## src/shared/flash_timing_pkg.sv

```systemverilog
// Shared constants and types for the flash program/erase timing block
package flash_timing_pkg;

    localparam int DIV_W           = 8;
    localparam int BUS_CNT_W       = 5;
    localparam int OP_CNT_W        = 15;
    localparam int ADDR_W          = 17;

    // Durations in bus clock cycles and operation clock ticks, and the burst, erase pulse and blank-check counts
    localparam logic [BUS_CNT_W-1:0] SWORD_BUS_CYCLES = 5'h19;
    localparam logic [OP_CNT_W-1:0]  SWORD_OP_TICKS   = 15'h0009;
    localparam logic [BUS_CNT_W-1:0] BWORD_BUS_CYCLES = 5'h09;
    localparam logic [OP_CNT_W-1:0]  BWORD_OP_TICKS   = 15'h0004;
    localparam logic [6:0]           BURST_MAX_WORDS  = 7'h40;
    localparam logic [4:0]           ERASE_PULSES     = 5'h10;
    localparam logic [OP_CNT_W-1:0]  SECTOR_OP_TICKS  = 15'h0FA0;
    localparam logic [OP_CNT_W-1:0]  PULSE_OP_TICKS   = OP_CNT_W'(SECTOR_OP_TICKS / 16);
    localparam int                   MASS_OP_TICKS    = 20000;
    localparam logic [BUS_CNT_W-1:0] BLANK_SETUP      = 5'h09;
    localparam int                   BLANK_WORDS      = 65536;

    typedef enum logic [2:0] {
        CMD_PROG_WORD  = 3'h0,
        CMD_PROG_BURST = 3'h1,
        CMD_SECTOR_ERA = 3'h2,
        CMD_MASS_ERA   = 3'h3,
        CMD_BLANK_CHK  = 3'h4
    } cmd_type;

    typedef enum logic [1:0] {
        ST_IDLE   = 2'h0,
        ST_SETUP  = 2'h1,
        ST_OPWAIT = 2'h2,
        ST_CHECK  = 2'h3
    } state_type;

    typedef struct packed {
        logic    valid;
        cmd_type kind;
    } cmd_req_type;

    typedef struct packed {
        logic              ready;
        logic              busy;
        logic              done;
        logic              word_done;
        logic              pulse_done;
        logic              blank_fail;
        logic [ADDR_W-1:0] addr;
    } status_type;

endpackage

```

## src/rtl/op_clock_gen.sv

```systemverilog
// Operation clock tick generator dividing the bus clock
module op_clock_gen #(
    parameter int DIV_W = 8
) (
    input  wire logic             clk_i,
    input  wire logic             sys_rst_i,
    input  wire logic             restart_i,
    input  wire logic [DIV_W-1:0] op_clock_divider_i,
    output logic                  op_tick_o
);

    typedef struct packed {
        logic [DIV_W-1:0] cnt;
        logic             tick;
    } gen_state_type;

    gen_state_type st_r;
    gen_state_type st_nxt;

    // One tick every divider+1 bus cycles
    always_comb begin
        st_nxt      = st_r;
        st_nxt.tick = 1'b0;
        if (restart_i) begin
            st_nxt.cnt = '0;
        end else if (st_r.cnt >= op_clock_divider_i) begin
            st_nxt.cnt  = '0;
            st_nxt.tick = 1'b1;
        end else begin
            st_nxt.cnt = st_r.cnt + 1'b1;
        end
    end

    always_ff @(posedge clk_i or posedge sys_rst_i) begin
        if (sys_rst_i) begin
            st_r <= '0;
        end else begin
            st_r <= st_nxt;
        end
    end

    assign op_tick_o = st_r.tick;

endmodule

```

## src/rtl/flash_program_erase_timing.sv

```systemverilog
// Flash program, erase and blank-check sequencer
module flash_program_erase_timing #(
    parameter int MASS_OP_TICKS = flash_timing_pkg::MASS_OP_TICKS,
    parameter int BLANK_WORDS   = flash_timing_pkg::BLANK_WORDS
) (
    input  wire logic                                  clk_i,
    input  wire logic                                  sys_rst_i,
    input  wire flash_timing_pkg::cmd_req_type         cmd_i,
    input  wire logic [flash_timing_pkg::DIV_W-1:0]    op_clock_divider_i,
    input  wire logic                                  burst_next_i,
    input  wire logic                                  word_blank_i,
    output flash_timing_pkg::status_type               status_o
);

    localparam int CW = flash_timing_pkg::OP_CNT_W;
    localparam int AW = flash_timing_pkg::ADDR_W;

    typedef struct packed {
        flash_timing_pkg::state_type                     state;
        flash_timing_pkg::cmd_type                       kind;
        logic [flash_timing_pkg::BUS_CNT_W-1:0]          bus_cnt;
        logic [CW-1:0]                                   op_cnt;
        logic [6:0]                                      word_idx;
        logic [4:0]                                      pulse_idx;
        logic                                            restart;
        flash_timing_pkg::status_type                    stat;
    } seq_state_type;

    seq_state_type st_r;
    seq_state_type st_nxt;
    logic          op_tick;
    logic          accept;

    op_clock_gen #(
        .DIV_W(flash_timing_pkg::DIV_W)
    ) u_op_clock_gen (
        .clk_i              (clk_i),
        .sys_rst_i          (sys_rst_i),
        .restart_i          (st_r.restart),
        .op_clock_divider_i (op_clock_divider_i),
        .op_tick_o          (op_tick)
    );

    assign accept = cmd_i.valid && st_r.stat.ready;

    always_comb begin
        st_nxt                 = st_r;
        st_nxt.restart         = 1'b0;
        st_nxt.stat.done       = 1'b0;
        st_nxt.stat.word_done  = 1'b0;
        st_nxt.stat.pulse_done = 1'b0;
        unique case (st_r.state)
            flash_timing_pkg::ST_IDLE: begin
                // Divider value is never checked against limits
                if (accept) begin
                    st_nxt.kind            = cmd_i.kind;
                    st_nxt.state           = flash_timing_pkg::ST_SETUP;
                    st_nxt.word_idx        = '0;
                    st_nxt.pulse_idx       = '0;
                    st_nxt.stat.ready      = 1'b0;
                    st_nxt.stat.busy       = 1'b1;
                    st_nxt.stat.blank_fail = 1'b0;
                    st_nxt.stat.addr       = '0;
                    st_nxt.bus_cnt = flash_timing_pkg::SWORD_BUS_CYCLES - 1'b1;
                    unique case (cmd_i.kind)
                        flash_timing_pkg::CMD_SECTOR_ERA,
                        flash_timing_pkg::CMD_MASS_ERA: begin
                            // Erase setup is negligible: one cycle only
                            st_nxt.bus_cnt = '0;
                        end
                        flash_timing_pkg::CMD_BLANK_CHK: begin
                            st_nxt.bus_cnt = flash_timing_pkg::BLANK_SETUP - 1'b1;
                        end
                        default: begin
                        end
                    endcase
                end
            end
            flash_timing_pkg::ST_SETUP: begin
                if (st_r.bus_cnt != '0) begin
                    st_nxt.bus_cnt = st_r.bus_cnt - 1'b1;
                end else if (st_r.kind == flash_timing_pkg::CMD_BLANK_CHK) begin
                    st_nxt.state = flash_timing_pkg::ST_CHECK;
                end else begin
                    st_nxt.state   = flash_timing_pkg::ST_OPWAIT;
                    st_nxt.restart = 1'b1;
                    unique case (st_r.kind)
                        // Sector erase split into equal pulses
                        flash_timing_pkg::CMD_SECTOR_ERA:
                            st_nxt.op_cnt = flash_timing_pkg::PULSE_OP_TICKS - 1'b1;
                        flash_timing_pkg::CMD_MASS_ERA:
                            st_nxt.op_cnt = CW'(MASS_OP_TICKS - 1);
                        default: begin
                            if (st_r.word_idx != '0) begin
                                st_nxt.op_cnt = flash_timing_pkg::BWORD_OP_TICKS - 1'b1;
                            end else begin
                                st_nxt.op_cnt = flash_timing_pkg::SWORD_OP_TICKS - 1'b1;
                            end
                        end
                    endcase
                end
            end
            flash_timing_pkg::ST_OPWAIT: begin
                // Operation phase counts divided clock ticks
                if (op_tick && !st_r.restart) begin
                    if (st_r.op_cnt != '0) begin
                        st_nxt.op_cnt = st_r.op_cnt - 1'b1;
                    end else if (st_r.kind == flash_timing_pkg::CMD_SECTOR_ERA) begin
                        st_nxt.stat.pulse_done = 1'b1;
                        if (st_r.pulse_idx == flash_timing_pkg::ERASE_PULSES - 1'b1) begin
                            st_nxt.state      = flash_timing_pkg::ST_IDLE;
                            st_nxt.stat.done  = 1'b1;
                            st_nxt.stat.ready = 1'b1;
                            st_nxt.stat.busy  = 1'b0;
                        end else begin
                            st_nxt.pulse_idx = st_r.pulse_idx + 1'b1;
                            st_nxt.op_cnt    = flash_timing_pkg::PULSE_OP_TICKS - 1'b1;
                            st_nxt.restart   = 1'b1;
                        end
                    end else if (st_r.kind == flash_timing_pkg::CMD_PROG_BURST &&
                                 burst_next_i &&
                                 st_r.word_idx != flash_timing_pkg::BURST_MAX_WORDS - 1'b1) begin
                        // Refilled pipeline keeps the burst going
                        // Row ends after 63 further words
                        st_nxt.stat.word_done = 1'b1;
                        st_nxt.word_idx       = st_r.word_idx + 1'b1;
                        st_nxt.stat.addr      = st_r.stat.addr + 1'b1;
                        st_nxt.state          = flash_timing_pkg::ST_SETUP;
                        st_nxt.bus_cnt = flash_timing_pkg::BWORD_BUS_CYCLES - 1'b1;
                    end else begin
                        st_nxt.stat.word_done = (st_r.kind != flash_timing_pkg::CMD_MASS_ERA);
                        st_nxt.state          = flash_timing_pkg::ST_IDLE;
                        st_nxt.stat.done      = 1'b1;
                        st_nxt.stat.ready     = 1'b1;
                        st_nxt.stat.busy      = 1'b0;
                    end
                end
            end
            flash_timing_pkg::ST_CHECK: begin
                // One word per bus cycle, stop at first non-blank
                if (!word_blank_i || st_r.stat.addr == AW'(BLANK_WORDS - 1)) begin
                    st_nxt.state           = flash_timing_pkg::ST_IDLE;
                    st_nxt.stat.done       = 1'b1;
                    st_nxt.stat.ready      = 1'b1;
                    st_nxt.stat.busy       = 1'b0;
                    st_nxt.stat.blank_fail = !word_blank_i;
                end else begin
                    st_nxt.stat.addr = st_r.stat.addr + 1'b1;
                end
            end
        endcase
    end

    always_ff @(posedge clk_i or posedge sys_rst_i) begin
        if (sys_rst_i) begin
            st_r            <= '0;
            st_r.stat.ready <= 1'b1;
        end else begin
            st_r <= st_nxt;
        end
    end

    assign status_o = st_r.stat;

    // Helper: erase pulses seen since the command was taken
    logic [4:0] pulses_seen;
    always_ff @(posedge clk_i or posedge sys_rst_i) begin
        if (sys_rst_i) begin
            pulses_seen <= '0;
        end else if (accept) begin
            pulses_seen <= '0;
        end else if (st_r.stat.pulse_done) begin
            pulses_seen <= pulses_seen + 1'b1;
        end
    end

    property p_busy_not_ready;
        @(posedge clk_i) disable iff (sys_rst_i)
        st_r.state != flash_timing_pkg::ST_IDLE |-> !status_o.ready && status_o.busy;
    endproperty
    a_busy_not_ready: assert property (p_busy_not_ready)
        else $error("ready seen while an operation runs");

    property p_done_reopens;
        @(posedge clk_i) disable iff (sys_rst_i)
        status_o.done |-> status_o.ready ##1 !status_o.done;
    endproperty
    a_done_reopens: assert property (p_done_reopens)
        else $error("done without ready or longer than one cycle");

    property p_word_setup;
        @(posedge clk_i) disable iff (sys_rst_i)
        accept && cmd_i.kind == flash_timing_pkg::CMD_PROG_WORD
        |=> (st_r.state == flash_timing_pkg::ST_SETUP)[*8] ##17
            st_r.state == flash_timing_pkg::ST_SETUP ##1
            st_r.state == flash_timing_pkg::ST_OPWAIT;
    endproperty
    a_word_setup: assert property (p_word_setup)
        else $error("single word bus phase is not 25 cycles");

    property p_burst_word_setup;
        @(posedge clk_i) disable iff (sys_rst_i)
        st_r.stat.word_done && st_r.state == flash_timing_pkg::ST_SETUP
        |-> ##8 st_r.state == flash_timing_pkg::ST_SETUP ##1
            st_r.state == flash_timing_pkg::ST_OPWAIT && st_r.op_cnt == 15'h0003;
    endproperty
    a_burst_word_setup: assert property (p_burst_word_setup)
        else $error("burst word timing wrong");

    property p_burst_limit;
        @(posedge clk_i) disable iff (sys_rst_i)
        st_r.word_idx == 7'h3F |=> st_r.word_idx != 7'h40;
    endproperty
    a_burst_limit: assert property (p_burst_limit)
        else $error("burst exceeded 64 words");

    property p_op_end;
        @(posedge clk_i) disable iff (sys_rst_i)
        st_r.state == flash_timing_pkg::ST_OPWAIT && op_tick && !st_r.restart &&
        st_r.op_cnt != '0 |=> st_r.state == flash_timing_pkg::ST_OPWAIT;
    endproperty
    a_op_end: assert property (p_op_end)
        else $error("operation phase left before its ticks ran out");

    property p_sector_pulses;
        @(posedge clk_i) disable iff (sys_rst_i)
        status_o.done && st_r.kind == flash_timing_pkg::CMD_SECTOR_ERA
        |-> pulses_seen == 5'h0F && status_o.pulse_done;
    endproperty
    a_sector_pulses: assert property (p_sector_pulses)
        else $error("sector erase did not give 16 pulses");

    property p_blank_first;
        @(posedge clk_i) disable iff (sys_rst_i)
        accept && cmd_i.kind == flash_timing_pkg::CMD_BLANK_CHK
        |-> ##10 st_r.state == flash_timing_pkg::ST_CHECK && st_r.stat.addr == '0;
    endproperty
    a_blank_first: assert property (p_blank_first)
        else $error("blank check scan does not start at cycle 10");

    property p_blank_stop;
        @(posedge clk_i) disable iff (sys_rst_i)
        st_r.state == flash_timing_pkg::ST_CHECK && !word_blank_i
        |=> status_o.done && status_o.blank_fail && status_o.addr == $past(st_r.stat.addr);
    endproperty
    a_blank_stop: assert property (p_blank_stop)
        else $error("blank check did not stop at the non-blank word");

    c_word_done:  cover property (@(posedge clk_i) disable iff (sys_rst_i)
        status_o.done && st_r.kind == flash_timing_pkg::CMD_PROG_WORD);
    c_burst_two:  cover property (@(posedge clk_i) disable iff (sys_rst_i)
        status_o.done && st_r.word_idx == 7'h01);
    c_sector:     cover property (@(posedge clk_i) disable iff (sys_rst_i)
        status_o.done && st_r.kind == flash_timing_pkg::CMD_SECTOR_ERA);
    c_blank_fail: cover property (@(posedge clk_i) disable iff (sys_rst_i)
        status_o.done && status_o.blank_fail);

endmodule

```

## config.mk

```make
export PLATFORM = sky130hd
export DESIGN_NAME = flash_program_erase_timing
export DESIGN_NICKNAME = d
export VERILOG_FILES = /design/src/shared/flash_timing_pkg.sv /design/src/rtl/op_clock_gen.sv /design/src/rtl/flash_program_erase_timing.sv
export SDC_FILE = /design/constraint.sdc
export NUM_CORES = 1
export LEC_CHECK = 0
export BUFFER_PORTS_ARGS = -buffer_cell sky130_fd_sc_hd__buf_2
export CORE_MARGIN = 5
export CORE_UTILIZATION = 40
export CTS_CLUSTER_DIAMETER = 150
export DETAILED_ROUTE_END_ITERATION = 8
export RECOVER_POWER = 50
export SYNTH_ARGS = -nofsm -noshare
export SYNTH_HDL_FRONTEND = slang
export SYNTH_HIERARCHICAL = 1
export SYNTH_SLANG_ARGS = --single-unit
```

## constraint.sdc

```tcl
create_clock -name clk_i -period 3.2 [get_ports clk_i]
set_input_delay 0.32 -clock clk_i [delete_from_list [all_inputs] [get_ports clk_i]]
set_output_delay 0.32 -clock clk_i [all_outputs]
set_load 0.01 [all_outputs]
```

==> results.env, run 1 <==
INITIAL_UTILIZATION_PCT=41.10
PORTBUFFERS=38
SEQUENTIALPOWERSHARE_PCT=42.3
DETAILEDROUTE.FIRSTPASSITERATIONCOUNT=5
OUTCOME='finished with violations'
CLKTRANSATPATHREGS_NS=0.06
WORST_EP_ARRIVAL_TIME_NS=3.03
WORST_HOLD_PATH_TYPE='in -> reg'
CRITPATHREQUIREDTIME_NS=3.45
IRDROPWORSTVDD_V=0.0002739
TIGHTESTPINTRANSITION_NS=1.645
CTS_TREE='built'
FINAL_COMMON_CELL='sky130_fd_sc_hd__dfrtp_1'
HOLDBUFCOUNTCTS=1
POSTLAYOUTCELLAREA_SQ_UM=4975
LAYOUT_WORST_PATH_CYCLE_SHARE_PCT=86.73
POWER.DENSITY_nW_PER_UM2=467.0
DRIVE_GT1_SHARE_PCT=11.70
NET-SWITCHING-POWER_uW=570.2
MAX_CLOCK_FREQ_MHz=360.3
ROUTE.DETAILED.WL_PER_INST_MICRONS=15.87
SYNTH.LIB_CELLS_USED.DISTINCT=73
TOTAL_POWER_mW=2.323
GRT_OVERFLOW_TOTAL=0
CP_MAX_FO=13
ROUTE.ANTENNA.REMAINING_NETS=0
POST_DRT_VIA_CELL_RATIO=5.718
LAYOUTNONFILLERINSTCOUNT=653
NETLIST_AREA_PRE_PLACE_SQ_UM=4494
MAXSLEWHEADROOM_PCT=-9.637
MAX_CAP_CHECK_VIOLATION_COUNT=1
NUMBER_OF_MAX_SLEW_VIOLATIONS_IN_THE_FINAL_REPORT=30
CTS-ROOT-TO-SINK-BUFFERS=2
POSTSYNTHCELLCOUNT=489
CRIT_PATH_END_KIND='register'
CLKPWRFRAC_PCT=44.9
Y_DIMENSION_OF_THE_DIE_MICRONS=116
RSZ0062_AT_GRT='false'
FINALSETUPVIOLCOUNT=0
CLOCK-SKEW-FINAL_NS=0.009554
ROW_COUNT=38
POST_SYNTH.CELL_AREA_AVG_SQ_UM=9.191
DIE_AREA_SQ_UM=13460
SYNTH_FP_NETS=527
DIODES=0
FINAL.MIN_CLOCK_PERIOD_NS=2.775
P_SW_SHARE_PCT=24.54
CLOCK_SINKS=70
ANTENNA_FOUND_INITIAL=0
NUMPLACEDINSTANCES=637
YS_FF_LATCH=70
COUNT_OF_FLIP_FLOPS_WITH_A_BUILT_IN_ENABLE_AFTER_SYNTHESIS=0
SETUP.WORST_PATH.CLASS='reg -> reg'
HOLDWS_NS=0.2532
INSERTION_DELAY_NS=0.33
DRC_VIOLATIONS_LEFT=0
SETUP_TNS_NS=0
VIA_COUNT_OF_THE_FIRST_GLOBAL_ROUTING_PASS=3675
PLACE_WS_NS=0.4428
LAYOUT.FILLER_CELLS=1087
DIE_WIDTH_MICRONS=116
HOLD_VIOLATION_TOTAL_FROM_THE_FINAL_REPORT=0
PWR-SHARE-COMB_PCT=12.8
NUM_VIAS=3734
ASYNC_FLOP_SHARE_PCT=100.0
YOSYSWARNINGS=6
LAYOUT_OVERHEAD_ON_THE_SYNTHESIZED_AREA_PCT=10.69
GRTUSAGETOTAL_PCT=16.38
POSTSYNTH.TOPFLOPCELL='sky130_fd_sc_hd__dfrtp_1'
POST_CTS_SETUP_BUFS=0
POSTPLACECELLAREA_SQ_UM=4696
TIMING.CRITICAL_PATH.FROM_TYPE='register'
TOP_LEVEL_PORTS=39
NUMCTSBUFFERS=9
POST_CTS_RESIZE_COUNT=0
CTS_ROOT_BUF='sky130_fd_sc_hd__clkbuf_16'
WORST_SLACK_NS=0.4247
GRT_FIRST_PASS_WIRELENGTH_MICRONS=17820
FF2FF_SETUP_SLACK_NS=0.42
WIRE_LENGTH_REPORTED_BY_THE_DETAILED_ROUTER_MICRONS=10370
VIOLATIONS='capacitance limit, slew limit'
CRIT_PATH_START='status_o[0]$_DFFE_PP0P_'
INTERNAL_POWER_mW=1.753
PLACE_CONGESTION=0.8444
WORST_R2R_STARTPOINT='status_o[0]$_DFFE_PP0P_'
SYNTH-SEQ-AREA-SHARE_PCT=39.00
FINAL_NET_COUNT=547
HTREE_LEVELS=3
HPWLAFTERDP_MICRONS=7559
GRT_MAX_DEGREE=36
DR.FIRST_ITER.DRC_COUNT=228
FINISH.UTILIZATION_PCT=45.49
TIMING.HOLD.WORST.START='cmd_i[0]'
FLOORPLAN.CORE_AREA_SQ_UM=10940
LEAKAGE_nW=2.192
MOSTFREQUENTLAYOUTCELLS='69 x sky130_fd_sc_hd__dfrtp_1, 33 x sky130_fd_sc_hd__a21oi_1, 31 x sky130_fd_sc_hd__nand2_1'
registers in the layout, summed over array words and instances (netlist names):
register,cells
st_r,38
status_o,23
u_op_clock_gen/st_r,8
u_op_clock_gen/op_tick_o,1
cells in the mapped netlist, drive strengths merged, types with 3 or more instances:
cell | count | area (sq um)
a21o | 3 | 22.52
a21oi | 34 | 181.4
a22o | 7 | 61.31
a31oi | 6 | 37.54
and2 | 4 | 25.02
and3 | 7 | 43.79
and4 | 4 | 35.03
buf | 27 | 200.2
clkbuf | 14 | 52.55
dfrtp | 69 | 1727
ha | 22 | 275.3
inv | 27 | 101.4
mux2 | 6 | 67.56
mux2i | 3 | 30.03
nand2 | 31 | 116.4
nand2b | 9 | 56.30
nand3 | 30 | 150.1
nand3b | 5 | 37.54
nand4 | 5 | 37.53
nor2 | 25 | 93.84
nor2b | 6 | 37.54
nor3 | 15 | 105.1
nor3b | 5 | 42.54
nor4 | 10 | 83.83
nor4b | 4 | 41.29
o211ai | 3 | 22.52
o21a | 5 | 45.04
o21ai | 27 | 135.1
o22ai | 3 | 18.77
o2bb2ai | 5 | 43.79
o31ai | 15 | 126.4
or3 | 14 | 87.58
or4 | 7 | 56.30
xor2 | 4 | 35.03
layer usage:
metal  vias to the layer above  part of all wire, %  global-route usage, %
met5                         -                    0                      0
met4                         0                  1.4                  6.419
met3                        10                  4.4                  2.559
met2                       106                   46                  24.86
met1                      1797                   48                  23.49
li1                       1821                    -                      -
cell families (layout without fill, tap and decap cells):
family | Yosys count | count (layout) | synth area share (%)
and+or+nand+nor | 188 | 188 | 24.67
xor gates and xnor gates | 6 | 6 | 1.169
adders and majority gates | 22 | 22 | 6.125
DFF | 70 | 70 | 39.00
AOI/OAI and AO/OA | 126 | 126 | 18.99
muxes | 9 | 9 | 2.171
buffers and inverters | 68 | 92 | 7.878
critical path, stage by stage (launching register included):
cell and delay (ns):
sky130_fd_sc_hd__dfrtp_1 0.41, sky130_fd_sc_hd__ha_1 0.23, sky130_fd_sc_hd__and2_1 0.22, sky130_fd_sc_hd__and4_1 0.20, sky130_fd_sc_hd__ha_1 0.18, sky130_fd_sc_hd__nand2b_1 0.18, sky130_fd_sc_hd__a2111o_1 0.59, sky130_fd_sc_hd__nand3b_1 0.24
sky130_fd_sc_hd__or3_1 0.32, sky130_fd_sc_hd__a21oi_1 0.14
final cells by class:
class                           instances  area (sq um)  share of cell area, %
Clock buffer                           11         232.7                  4.678
Clock inverter                          4         72.57                  1.459
Multi-Input combinational cell        351          2394                  48.11
Timing Repair Buffer                   50         246.5                  4.955
Sequential cell                        70          1753                  35.24
Tap cell                              140         175.2                  3.521
Inverter                               27         101.3                  2.037
power by group through the flow:
| stage | Sequential, mW | Clock (mW) | Combinational (mW) |
|---|---|---|---|
| 4_1_cts | 0.984 | 1.06 | 0.309 |
| 2_1_floorplan | 0.984 | 0 | 0.248 |
| 5_1_grt | 0.990 | 1.10 | 0.345 |
| 6_report | 0.982 | 1.04 | 0.298 |
| 3_5_place_dp | 0.999 | 0 | 0.306 |
| 3_3_place_gp | 0.998 | 0 | 0.296 |
path summary, 6_finish.rpt:
path                                                            to  cells after the start
min in group asynchronous       u_op_clock_gen/op_tick_o$_DFF_PP0_                      3
max in group asynchronous                     st_r[26]$_DFFE_PP0P_                      4
worst min-delay path                          st_r[56]$_DFFE_PP0P_                      2
worst min register to register    u_op_clock_gen/st_r[1]$_DFF_PP0_                      1
worst max-delay path                      status_o[15]$_DFFE_PP0P_                      9
worst max register to register            status_o[15]$_DFFE_PP0P_                      9
(Power assumes the default switching activity.)
==> run 2: changes to the inputs <==
BUFFER_PORTS_ARGS = -buffer_cell sky130_fd_sc_hd__buf_4   (was -buffer_cell sky130_fd_sc_hd__buf_2)
SLEW_MARGIN = 10   (was default)
TNS_END_PERCENT = 5   (was default)
==> results.env, run 2 (synthesized netlist as in run 1, its figures left out) <==
CLOCK_SINKS=70  # unchanged
WORST_EP_ARRIVAL_TIME_NS=3.07  # was 3.03 ns
DR.MAX_LAYER_USED='met4'  # unchanged
POST_CTS_SETUP_BUFS=0  # unchanged
POST_DRT_VIA_CELL_RATIO=5.735  # was 5.718
HPWLAFTERDP_MICRONS=7672  # was 7559 microns
ROW_COUNT=38  # unchanged
TOP_LEVEL_PORTS=39  # unchanged
MET2_WIRELENGTH_MICRONS=4891  # was 4759 microns
NUMCTSBUFFERS=9  # unchanged
REGISTERS.TOP_BY_FF_COUNT='st_r'  # unchanged
NUM_VIAS=3751  # was 3734
POST_CTS_RESIZE_COUNT=0  # unchanged
REG2REG_DEPTH=9  # unchanged
LARGEST_REGISTER_FFS=38  # unchanged
WIRE_LENGTH_REPORTED_BY_THE_DETAILED_ROUTER_MICRONS=10580  # was 10370 microns
WORST_HOLD_PATH_TYPE='in -> reg'  # unchanged
ROUTE.DETAILED.WL_PER_INST_MICRONS=16.17  # was 15.87 microns
VIA_COUNT_OF_THE_FIRST_GLOBAL_ROUTING_PASS=3647  # was 3675
FINAL_NET_COUNT=547  # unchanged
LAYOUT_OVERHEAD_ON_THE_SYNTHESIZED_AREA_PCT=11.55  # was 10.69%
GRT_OVERFLOW_TOTAL=0  # unchanged
LAYOUT_WORST_PATH_CYCLE_SHARE_PCT=88.08  # was 86.73%
CRITICAL-PATH-TOP-CELL-BY-COUNT='sky130_fd_sc_hd__ha_1'  # unchanged
TIGHTESTPINTRANSITION_NS=1.555  # was 1.645 ns
SETUP.WORST_PATH.CLASS='reg -> reg'  # unchanged
INITIAL_UTILIZATION_PCT=41.10  # unchanged
TIMING.CRITICAL_PATH.FROM_TYPE='register'  # unchanged
CP_MAX_FO=13  # unchanged
CLOCK-SKEW-FINAL_NS=0.008496  # was 0.009554 ns
ANTENNA_FOUND_INITIAL=0  # unchanged
DETAILED_ROUTE_WIRE_LENGTH_ON_METAL_1_MICRONS=5010  # was 5011 microns
DRIVE_GT1_SHARE_PCT=12.06  # was 11.70%
DR.FIRST_ITER.DRC_COUNT=160  # was 228
GRT_MAX_DEGREE=39  # was 36
WORSTHOLDPATHCELLS=2  # unchanged
VIOLATIONS='capacitance limit, slew limit'  # unchanged
PORTBUFFERS=38  # unchanged
RSZ0062_AT_GRT='false'  # unchanged
GRTUSAGETOTAL_PCT=16.50  # was 16.38%
CLKTRANSATPATHREGS_NS=0.06  # about the same
NUMBER_OF_MAX_SLEW_VIOLATIONS_IN_THE_FINAL_REPORT=39  # was 30
ROUTE.MET3.WL_MICRONS=536  # was 455 microns
MAX_CAP_CHECK_VIOLATION_COUNT=1  # unchanged
HTREE_LEVELS=3  # unchanged
CTS_TREE='built'  # unchanged
DIE_AREA_SQ_UM=13460  # unchanged
WORST_PATH_MAX_DELAY_CELL='sky130_fd_sc_hd__a2111o_1'  # unchanged
MAXSLEWHEADROOM_PCT=-3.796  # was -9.637%
LAYOUT.FILLER_CELLS=1095  # was 1087
POWER.DENSITY_nW_PER_UM2=458.2  # was 467.0 nW/um^2
CP_CELL_SEQUENCE='ha_1 > and2_1 > and4_1 > ha_1 > nand2b_1 > a2111o_1 > nand3b_1 > or3_1 > a21oi_1'  # unchanged
MAX_CLOCK_FREQ_MHz=354.8  # was 360.3 MHz
HOLDBUFCOUNTCTS=1  # unchanged
FINAL_COMMON_CELL='sky130_fd_sc_hd__dfrtp_1'  # unchanged
INSERTION_DELAY_NS=0.33  # about the same
DETAILEDROUTE.FIRSTPASSITERATIONCOUNT=5  # unchanged
IRDROPWORSTVDD_V=0.0002202  # was 0.0002739 V
CRIT_PATH_END_KIND='register'  # unchanged
OUTCOME='finished with violations'  # unchanged
SETUP_TNS_NS=0  # unchanged
DRC_VIOLATIONS_LEFT=0  # unchanged
LEAKAGE_nW=2.208  # was 2.192 nW
ROUTE.ANTENNA.REMAINING_NETS=0  # unchanged
CPPEAKSTAGEDELAY_NS=0.60  # was 0.59 ns
DIODES=0  # unchanged
FINISH.UTILIZATION_PCT=45.85  # was 45.49%
FLOORPLAN.CORE_AREA_SQ_UM=10940  # unchanged
DIE_WIDTH_MICRONS=116  # unchanged
HOLDWS_NS=0.2389  # was 0.2532 ns
PLACE_CONGESTION=0.8348  # was 0.8444
CRITPATHREQUIREDTIME_NS=3.45  # about the same
Y_DIMENSION_OF_THE_DIE_MICRONS=116  # unchanged
CTS_ROOT_BUF='sky130_fd_sc_hd__clkbuf_16'  # unchanged
FINALSETUPVIOLCOUNT=0  # unchanged
FINAL.MIN_CLOCK_PERIOD_NS=2.818  # was 2.775 ns
CTS-ROOT-TO-SINK-BUFFERS=2  # unchanged
HOLD_VIOLATION_TOTAL_FROM_THE_FINAL_REPORT=0  # unchanged
GRT_FIRST_PASS_WIRELENGTH_MICRONS=17940  # was 17820 microns
MOSTFREQUENTLAYOUTCELLS='69 x sky130_fd_sc_hd__dfrtp_1, 33 x sky130_fd_sc_hd__a21oi_1, 31 x sky130_fd_sc_hd__nand2_1'  # unchanged
## run 2: changes by cell type in the layout (fill, tap and decap cells not counted), sizes merged
cell    change
clkbuf      +1
bufinv      -1
buf         +1
## run 2: report_power, final
part	leakage, nW	switching (mW)	total [mW]	internal (mW)
clock network	0.146	0.365	1.01	0.645
registers	0.934	0.0475	0.981	0.934
logic	1.13	0.157	0.306	0.148
## run 2: per-stage QoR
stage	total power, mW	setup slack [ns]	cell area [sq um]	cells
after floorplan	1.232	0.6208	4494	489
after CTS	2.323	0.4038	5104	654
final	2.297	0.3815	5014	654
after global routing	2.406	0.2391	5014	654
after detailed placement	1.308	0.4218	4791	637
after global placement	1.299	0.5153	4791	637
## run 2: path summary, 6_finish.rpt
path / start / to / slack [ns]
setup / recovery: status_o[0]$_DFFE_PP0P_ / status_o[15]$_DFFE_PP0P_ / 0.38
hold / removal: cmd_i[0] / st_r[56]$_DFFE_PP0P_ / 0.24
setup reg to reg: status_o[0]$_DFFE_PP0P_ / status_o[15]$_DFFE_PP0P_ / 0.38
hold reg to reg: status_o[21]$_DFFE_PP0P_ / status_o[21]$_DFFE_PP0P_ / 0.48
max in group asynchronous: sys_rst_i / st_r[33]$_DFFE_PP0P_ / 0.92
min in group asynchronous: sys_rst_i / u_op_clock_gen/st_r[1]$_DFF_PP0_ / 0.49
## run 2: per-layer routing
metal  GRT usage, %  vias up
met5              0        -
met4          5.414        0
met3          3.238       11
met2          25.78       88
met1          23.06     1819
li1               -     1833
## run 2: critical path, delay by kind of cell, from the launching register on
kind,cells,cell delay [ns]
AND/OR/NAND/NOR,5,1.15
AO/OA/AOI/OAI,2,0.75
flip-flops,1,0.42
adder cells (fa/ha/maj),2,0.41
## run 2: area by class of cell
| cell class | count | area [sq um] | share of cell area (%) |
|---|---|---|---|
| multi-input cells | 351 | 2394 | 47.74 |
| inverters | 27 | 101.3 | 2.021 |
| clock buffers | 13 | 260.3 | 5.191 |
| clock inverters | 3 | 42.54 | 0.8485 |
| repair buffers | 50 | 287.8 | 5.740 |
| flip-flops and latches | 70 | 1753 | 34.96 |
| well taps | 140 | 175.2 | 3.494 |
